## config.mk

```make
export PLATFORM = sky130hd
export DESIGN_NAME = ccd_channel_cycle_decode
export DESIGN_NICKNAME = d
export VERILOG_FILES = /design/src/verilog/ccd_channel_cycle_decode.v
export VERILOG_INCLUDE_DIRS = /design/src /design/src/verilog
export SDC_FILE = /design/constraint.sdc
export NUM_CORES = 1
export LEC_CHECK = 0
export ABC_AREA = 1
export CAP_MARGIN = 25
export CORE_ASPECT_RATIO = 0.8
export CORE_MARGIN = 1
export CORE_UTILIZATION = 55
export DETAILED_ROUTE_END_ITERATION = 7
export DONT_BUFFER_PORTS = 1
export PLACE_DENSITY = 0.83
export SYNTH_ARGS = -nofsm -noshare
export SYNTH_HDL_FRONTEND = slang
export SYNTH_SLANG_ARGS = --single-unit
```

## constraint.sdc

```tcl
create_clock -name mclk -period 1.1 [get_ports mclk]
set_input_delay 0.22 -clock mclk [delete_from_list [all_inputs] [get_ports mclk]]
set_output_delay 0.22 -clock mclk [all_outputs]
set_load 0.05 [all_outputs]
```

## src/verilog/ccd_defines.vh

```
// Purpose: Constants for the channel cycle decoder.
// Assumes: Select and status inputs are bus pins, synchronised before use.
// Notes: Status inputs are taken as sampled levels, 1 = pin high.
// How it works
// - Select/A/B: 001 IO write, 010 IO read, 101 mem write, 110 mem read, rest reserved.
// - On an I/O write the slave captures data the master holds through the strobe.
// - On an I/O read the slave drives data after the strobe starts until it ends.
// - On a memory write the slave captures data the master holds through the strobe.
// - On a memory read the slave drives data after the strobe starts until it ends.
// - High-byte enable with address bit 0 picks lane D8-D15 or D0-D7 on 16-bit slaves.
// - The DMA terminal-count pulse within a command marks the last cycle of a block.
// - Width-translate inactive: master drives byte enables 0-3; active: translator does.
// - Select high means a memory cycle, low means an I/O cycle.
// - The slave latches status on the strobe leading edge or decode latch trailing edge.
`ifndef CCD_DEFINES_VH
`define CCD_DEFINES_VH
`define CCD_CMD_NONE 3'h0
`define CCD_CMD_IOW 3'h1
`define CCD_CMD_IOR 3'h2
`define CCD_CMD_MEMW 3'h5
`define CCD_CMD_MEMR 3'h6
`define CCD_CODE_IOW 3'h1
`define CCD_CODE_IOR 3'h2
`define CCD_CODE_MEMW 3'h5
`define CCD_CODE_MEMR 3'h6
`define CCD_LATCH_CMD 1'h0
`define CCD_LATCH_ADL 1'h1
`define CCD_CTRL_IDLE 4'h3
`define CCD_MARK_IDLE 2'h3
`define CCD_LANE_NONE 2'h0
`define CCD_DATA_RST 16'h0000
`endif

```

## src/verilog/ccd_channel_cycle_decode.v

```verilog
// Purpose: Slave-side cycle decode and data phase control for a 16-bit channel.
// Assumes: All channel pins are asynchronous and pass two flops first.
// Notes: Active-low pins arrive as raw pin levels with _n names.
`timescale 1ns/1ps
`include "ccd_defines.vh"
module ccd_channel_cycle_decode #(
    parameter LATCH_SEL = 1'h0
) (
    input wire mclk,
    input wire arst_n,
    input wire mem_io_sel,
    input wire status_line_a,
    input wire status_line_b,
    input wire cmd_n,
    input wire adl_n,
    input wire addr_match,
    input wire addr0,
    input wire high_byte_enable_n,
    input wire terminal_count_pulse_n,
    input wire width_translate_select,
    input wire [15:0] data_in,
    input wire [15:0] rd_data,
    output wire [15:0] data_out,
    output wire [1:0] data_oe,
    output wire [15:0] wr_data,
    output wire [1:0] wr_lanes,
    output wire wr_strobe,
    output wire rd_strobe,
    output wire [2:0] cycle_cmd,
    output wire is_memory,
    output wire last_dma,
    output wire translator_owns_be
);
    // Two-flop synchronisers for every pin
    reg [15:0] s1_q;
    reg [15:0] s2_q;
    reg [1:0] a1_q;
    reg [1:0] a2_q;
    reg [3:0] c1_q;
    reg [3:0] c2_q;
    reg cmd_prev_q;
    reg adl_prev_q;
    reg [2:0] lat_q;
    reg [1:0] lane_q;
    reg tc_q;
    reg rd_done_q;
    reg [15:0] data_out_q;
    reg [1:0] data_oe_q;
    reg [15:0] wr_data_q;
    reg [1:0] wr_lanes_q;
    reg wr_strobe_q;
    reg rd_strobe_q;
    reg [2:0] cycle_cmd_q;
    reg is_memory_q;
    reg last_dma_q;
    reg translator_owns_be_q;
    wire cmd_act = ~c2_q[0];
    wire adl_act = ~c2_q[1];
    wire cmd_lead = cmd_act & ~cmd_prev_q;
    wire cmd_trail = ~cmd_act & cmd_prev_q;
    wire adl_trail = ~adl_act & adl_prev_q;
    wire [2:0] live = {a2_q[0], c2_q[2], c2_q[3]};
    wire latch_now = (LATCH_SEL == `CCD_LATCH_ADL) ? adl_trail : cmd_lead;

    function [2:0] decode;
        input [2:0] code;
        begin
            case (code)
                `CCD_CODE_IOW: decode = `CCD_CMD_IOW;
                `CCD_CODE_IOR: decode = `CCD_CMD_IOR;
                `CCD_CODE_MEMW: decode = `CCD_CMD_MEMW;
                `CCD_CODE_MEMR: decode = `CCD_CMD_MEMR;
                default: decode = `CCD_CMD_NONE;
            endcase
        end
    endfunction

    // lane choice: bit 0 low lane, bit 1 high lane
    function [1:0] lanes;
        input a0;
        input bhe_n;
        begin
            lanes = {~bhe_n, ~a0};
        end
    endfunction

    always @(posedge mclk or negedge arst_n) begin
        if (!arst_n) begin
            s1_q <= 16'h0000;
            s2_q <= 16'h0000;
            a1_q <= 2'h0;
            a2_q <= 2'h0;
            c1_q <= `CCD_CTRL_IDLE;
            c2_q <= `CCD_CTRL_IDLE;
        end else begin
            s1_q <= data_in;
            s2_q <= s1_q;
            a1_q <= {addr_match, mem_io_sel};
            a2_q <= a1_q;
            c1_q <= {status_line_b, status_line_a, adl_n, cmd_n};
            c2_q <= c1_q;
        end
    end

    reg [1:0] x1_q;
    reg [1:0] x2_q;
    reg [1:0] y1_q;
    reg [1:0] y2_q;
    always @(posedge mclk or negedge arst_n) begin
        if (!arst_n) begin
            x1_q <= `CCD_MARK_IDLE;
            x2_q <= `CCD_MARK_IDLE;
            y1_q <= 2'h0;
            y2_q <= 2'h0;
        end else begin
            x1_q <= {terminal_count_pulse_n, high_byte_enable_n};
            x2_q <= x1_q;
            y1_q <= {width_translate_select, addr0};
            y2_q <= y1_q;
        end
    end

    wire [2:0] cmd_d = decode(live);
    wire lat_read = (lat_q == `CCD_CMD_IOR) || (lat_q == `CCD_CMD_MEMR);
    wire lat_write = (lat_q == `CCD_CMD_IOW) || (lat_q == `CCD_CMD_MEMW);

    assign data_out = data_out_q;
    assign data_oe = data_oe_q;
    assign wr_data = wr_data_q;
    assign wr_lanes = wr_lanes_q;
    assign wr_strobe = wr_strobe_q;
    assign rd_strobe = rd_strobe_q;
    assign cycle_cmd = cycle_cmd_q;
    assign is_memory = is_memory_q;
    assign last_dma = last_dma_q;
    assign translator_owns_be = translator_owns_be_q;

    // Edge trackers reset to idle, so no false edge follows reset
    always @(posedge mclk or negedge arst_n) begin
        if (!arst_n) begin
            cmd_prev_q <= 1'h0;
            adl_prev_q <= 1'h0;
        end else begin
            cmd_prev_q <= cmd_act;
            adl_prev_q <= adl_act;
        end
    end

    always @(posedge mclk or negedge arst_n) begin
        if (!arst_n) begin
            translator_owns_be_q <= 1'h0;
        end else begin
            translator_owns_be_q <= y2_q[1];
        end
    end

    always @(posedge mclk or negedge arst_n) begin
        if (!arst_n) begin
            lat_q <= `CCD_CMD_NONE;
            lane_q <= `CCD_LANE_NONE;
            cycle_cmd_q <= `CCD_CMD_NONE;
            is_memory_q <= 1'h0;
        end else begin
            if (latch_now) begin
                // Miss or reserved code keeps the slave off the bus
                lat_q <= a2_q[1] ? cmd_d : `CCD_CMD_NONE;
                lane_q <= lanes(y2_q[0], x2_q[0]);
                cycle_cmd_q <= a2_q[1] ? cmd_d : `CCD_CMD_NONE;
                is_memory_q <= a2_q[0];
            end else if (cmd_trail) begin
                lat_q <= `CCD_CMD_NONE;
            end
        end
    end

    // terminal count seen, pulse wins over clear
    always @(posedge mclk or negedge arst_n) begin
        if (!arst_n) begin
            tc_q <= 1'h0;
            last_dma_q <= 1'h0;
        end else begin
            if (cmd_act && !x2_q[1]) begin
                tc_q <= 1'h1;
            end else if (cmd_lead) begin
                tc_q <= 1'h0;
            end
            if (cmd_trail) begin
                last_dma_q <= tc_q;
            end
        end
    end

    // drive during strobe, one take per strobe
    always @(posedge mclk or negedge arst_n) begin
        if (!arst_n) begin
            data_out_q <= `CCD_DATA_RST;
            data_oe_q <= `CCD_LANE_NONE;
            rd_strobe_q <= 1'h0;
            rd_done_q <= 1'h0;
        end else begin
            rd_strobe_q <= 1'h0;
            if (cmd_act && lat_read) begin
                // Flag, not the enables, blocks a repeat take on an empty lane set
                if (!rd_done_q) begin
                    rd_strobe_q <= 1'h1;
                    data_out_q <= rd_data;
                    rd_done_q <= 1'h1;
                end
                data_oe_q <= lane_q;
            end else begin
                data_oe_q <= `CCD_LANE_NONE;
                rd_done_q <= 1'h0;
            end
        end
    end

    // capture during strobe, pulse after it ends
    always @(posedge mclk or negedge arst_n) begin
        if (!arst_n) begin
            wr_data_q <= `CCD_DATA_RST;
            wr_lanes_q <= `CCD_LANE_NONE;
            wr_strobe_q <= 1'h0;
        end else begin
            wr_strobe_q <= 1'h0;
            if (cmd_act && lat_write) begin
                wr_data_q <= s2_q;
                wr_lanes_q <= lane_q;
            end
            if (cmd_trail && lat_write) begin
                wr_strobe_q <= 1'h1;
            end
        end
    end
endmodule

```

==> out/summary.log <==
qor: synthesis.netlist.top_cell.by_area sky130_fd_sc_hd__dfrtp_1
qor: placement.post-place-ws -0.107 ns
qor: timing.fin_crit_share 109%
qor: synthesis.synth-warning-count 0
qor: routing.post_route_wl 5960 µm
qor: synthesis.synth_enable_flop_cells 0
qor: cts.cts.reportedPaths.clkPinSlew 0.09 ns
qor: die.core_region_area 5560 µm²
qor: timing.slew_viol_final 0
qor: power.switching_share 37.8%
qor: cts.cts_tree yes
qor: synthesis.synth_area 3240 µm²
qor: timing.tightest_slew 0.294 ns
qor: routing.vias 1912
qor: cts.cts_buffer_depth 2
qor: grt.first_global_vias 2102
qor: timing.achievable-frequency 0.832 GHz
qor: grt.grt_remaining_overflow 0
qor: setup_path.crit_start c2_q[0]
qor: final_layout.layout_nets 367
qor: synthesis.ys_async_sr_fraction 100%
qor: synthesis.synthesis.area_per_instance 12.9 µm²
qor: placement.place.detailed.hpwl 3490 µm
qor: timing.max_slew_margin 80.4%
qor: timing.final_worst_setup_slack -0.101 ns
qor: die.die_x 87.9 µm
qor: timing.finalHoldViolCount 101
qor: status.status finished, violations left
qor: power.static-leakage-power 2.03 nW
qor: cts.cts_hold_buffers 41
qor: die.fp-row-count 24
qor: routing.route.antenna.remaining_nets 0
qor: timing.fin_tns_setup -3.37 ns
qor: die.initial_core_util 58.4%
qor: timing.hold_ws -0.448 ns
qor: setup_path.r2r_start c2_q[0]
qor: placement.place.port_buffers 0
qor: cts.ctsHtreeMaxLevel 3
qor: final_layout.fraction_of_layout_instances_using_a_drive_strength_above_1 29.8%
qor: timing.setup_viol 71
qor: final_layout.post_synthesis_to_final_layout_area_growth 30.8%
qor: setup_path.cp_max_fo 12
qor: final_layout.multi_input_comb_area 613 µm²
qor: timing.finalCriticalPeriod 1.20 ns
qor: power.power_density_relative_to_cell_area 2160 nW/µm²
qor: synthesis.synth_cell_type_count 20
qor: power.power.share.combinational 12.3%
qor: grt.groute.usage.overall 20.9%
qor: final_layout.diodes 0
qor: routing.drt_iter0_drc 98
qor: power.power.share.clock 21.9%
qor: min_path.min_path_type in -> async
qor: synthesis.yosys_register_bits 101
qor: routing.wl_per_cell 14.8 µm
qor: synthesis.post-synth-top-count-cell sky130_fd_sc_hd__dfrtp_1
qor: final_layout.nFillCells 338
qor: cts.tritoncts.num_buffers 9
qor: setup_path.worst_r2r_path_depth 5
qor: synthesis.yosysTopAreaCellShare 73.3%
qor: power.switchingPower 3.47 mW
qor: setup_path.timing.critical_path.required 1.38 ns
qor: power.share_seq_of_total_power 65.8%
qor: die.i_o_pin_cnt 88
qor: setup_path.worstSetupEndpointType register
qor: grt.grt_pass1_wl 9370 µm
qor: power.internal-power 5.70 mW
qor: final_layout.ff_latch_area 2580 µm²
qor: grt.grt_start_max_net_pins 102
qor: placement.dpl_cell_area 3480 µm²
qor: cts.clockRootBuffer sky130_fd_sc_hd__clkbuf_8
qor: die.die_area 6210 µm²
qor: final_layout.stdcell_area 4240 µm²
qor: cts.insertion_delay 0.35 ns
qor: timing.grt_setup_unrepaired yes
qor: synthesis.postSynth.topFlopCell sky130_fd_sc_hd__dfrtp_1
qor: routing.dr.pass1.iters 4
qor: timing.max_clock_skew 0.00783 ns
qor: power.ir_worst_vdd 0.00151 V
qor: synthesis.synth_top_cells_by_area sky130_fd_sc_hd__dfrtp_1 (73%), sky130_fd_sc_hd__nand2_1 (9.6%), sky130_fd_sc_hd__dfstp_2 (4.9%)
qor: synthesis.syn-num-nets 298
qor: synthesis.synth_sequential_area_ratio 78.2%
qor: job.maxCapViolations 0
qor: routing.drt-vias-per-instance 4.73
qor: status.violations_in_the_final_reports hold timing, setup timing
qor: cts.clock-sinks 101
qor: setup_path.worst_setup_path_start_kind register
qor: placement.place_congestion 0.749
qor: synthesis.syn-instance-count 252
qor: synthesis.synth.top_cells.by_count sky130_fd_sc_hd__dfrtp_1 (95), sky130_fd_sc_hd__nand2_1 (83), sky130_fd_sc_hd__inv_1 (25)
qor: setup_path.arr_time_crit_path 1.49 ns
qor: setup_path.setup.worst_path.class reg -> reg
qor: grt.antenna_found_initial 0
qor: routing.drt_drc_violations_left 0
qor: die.die_h 70.7 µm
[timing repair]
action | CTS | global route
setup endpoints to repair | 88 | 88
hold endpoints to repair | 142 | 101
gates cloned | 0 | 0
gates resized for setup | 57 | 16
setup buffers | 4 | 4
pin swaps | 7 | 1
[cells in the final DEF (no fill, tap or decap), types with 3 or more instances in the layout]
cell	instances
sky130_fd_sc_hd__nand2_1	77
sky130_fd_sc_hd__o21ai_1	16
sky130_fd_sc_hd__buf_4	9
sky130_fd_sc_hd__nand2_2	4
sky130_fd_sc_hd__clkbuf_8	9
sky130_fd_sc_hd__o21ai_2	3
sky130_fd_sc_hd__o21ai_0	4
sky130_fd_sc_hd__dfstp_2	6
sky130_fd_sc_hd__buf_6	8
sky130_fd_sc_hd__dfrtp_1	59
sky130_fd_sc_hd__dfrtp_2	36
sky130_fd_sc_hd__inv_1	23
sky130_fd_sc_hd__dlygate4sd3_1	41
sky130_fd_sc_hd__clkinv_4	3
sky130_fd_sc_hd__buf_12	5
[metrics by stage]
| stage | total power, mW | hold slack (ns) | instances | util [%] |
|---|---|---|---|---|
| after floorplan | 6.47 | -0.0756 | 252 | - |
| final | 9.16 | -0.448 | 404 | 76.4 |
| after CTS | 9.11 | -0.468 | 400 | 75.3 |
| after global placement | 6.75 | -0.0741 | 339 | 62.7 |
| after global routing | 9.57 | -0.475 | 404 | 76.4 |
| after detailed placement | 6.83 | -0.0745 | 339 | 62.7 |
[sequential cells by signal, summed over array words and instances, names as in the netlist, 3 cells and up]
register   flops
c1_q           3
s1_q          16
s2_q          16
c2_q           3
cycle_cmd      3
wr_data       16
data_out      16
[logic make-up (layout without fill, tap and decap cells)]
family,after synthesis,in the layout,share of synthesized area [%]
buffers and inverters,32,106,4.94
flip-flops,101,101,78.2
multiplexers,1,1,0.347
AO/OA/AOI/OAI,23,23,3.55
AND/OR/NAND/NOR,93,93,12.2
adder cells (fa/ha/maj),2,2,0.771
[worst paths after layout]
check                           slack [ns]           to
max in group asynchronous             1.34      x1_q[1]
worst max-delay path                 -0.10  data_out[6]
worst min-delay path                 -0.45  data_out[3]
worst min register to register        0.35      s2_q[5]
worst max register to register       -0.10  data_out[6]
min in group mclk                     0.35      s2_q[5]
[power groups by stage]
stage	Combinational [mW]	Sequential, mW	Clock, mW
3_3_place_gp	0.788	5.96	0
5_1_grt	1.23	6.10	2.24
6_report	1.13	6.03	2.01
3_5_place_dp	0.855	5.98	0
4_1_cts	1.04	6.01	2.06
2_1_floorplan	0.393	6.08	0
[layout make-up]
type	instances	share of cell area (%)
inverters	27	2.68
clock buffers	11	3.10
repair buffers	63	15.8
clock inverters	5	0.885
flip-flops and latches	101	60.8
multi-input cells	119	14.5
well taps	78	2.30
[worst max-delay path, stage by stage (launching register included)]
cell	delay [ns]
sky130_fd_sc_hd__dfstp_2	0.64
sky130_fd_sc_hd__nor2_4	0.06
sky130_fd_sc_hd__nand3b_4	0.14
sky130_fd_sc_hd__buf_12	0.15
sky130_fd_sc_hd__nand2_1	0.08
sky130_fd_sc_hd__nand2_1	0.07
[per-layer routing]
metal | GRT usage [%] | share of wire [%] | vias up
li1 | - | - | 912
met1 | 23.8 | 40 | 910
met2 | 35.1 | 51 | 74
met3 | 6.88 | 5.9 | 16
met4 | 10.7 | 2.6 | 0
met5 | 0 | 0 | -
(Power assumes the default switching activity.)
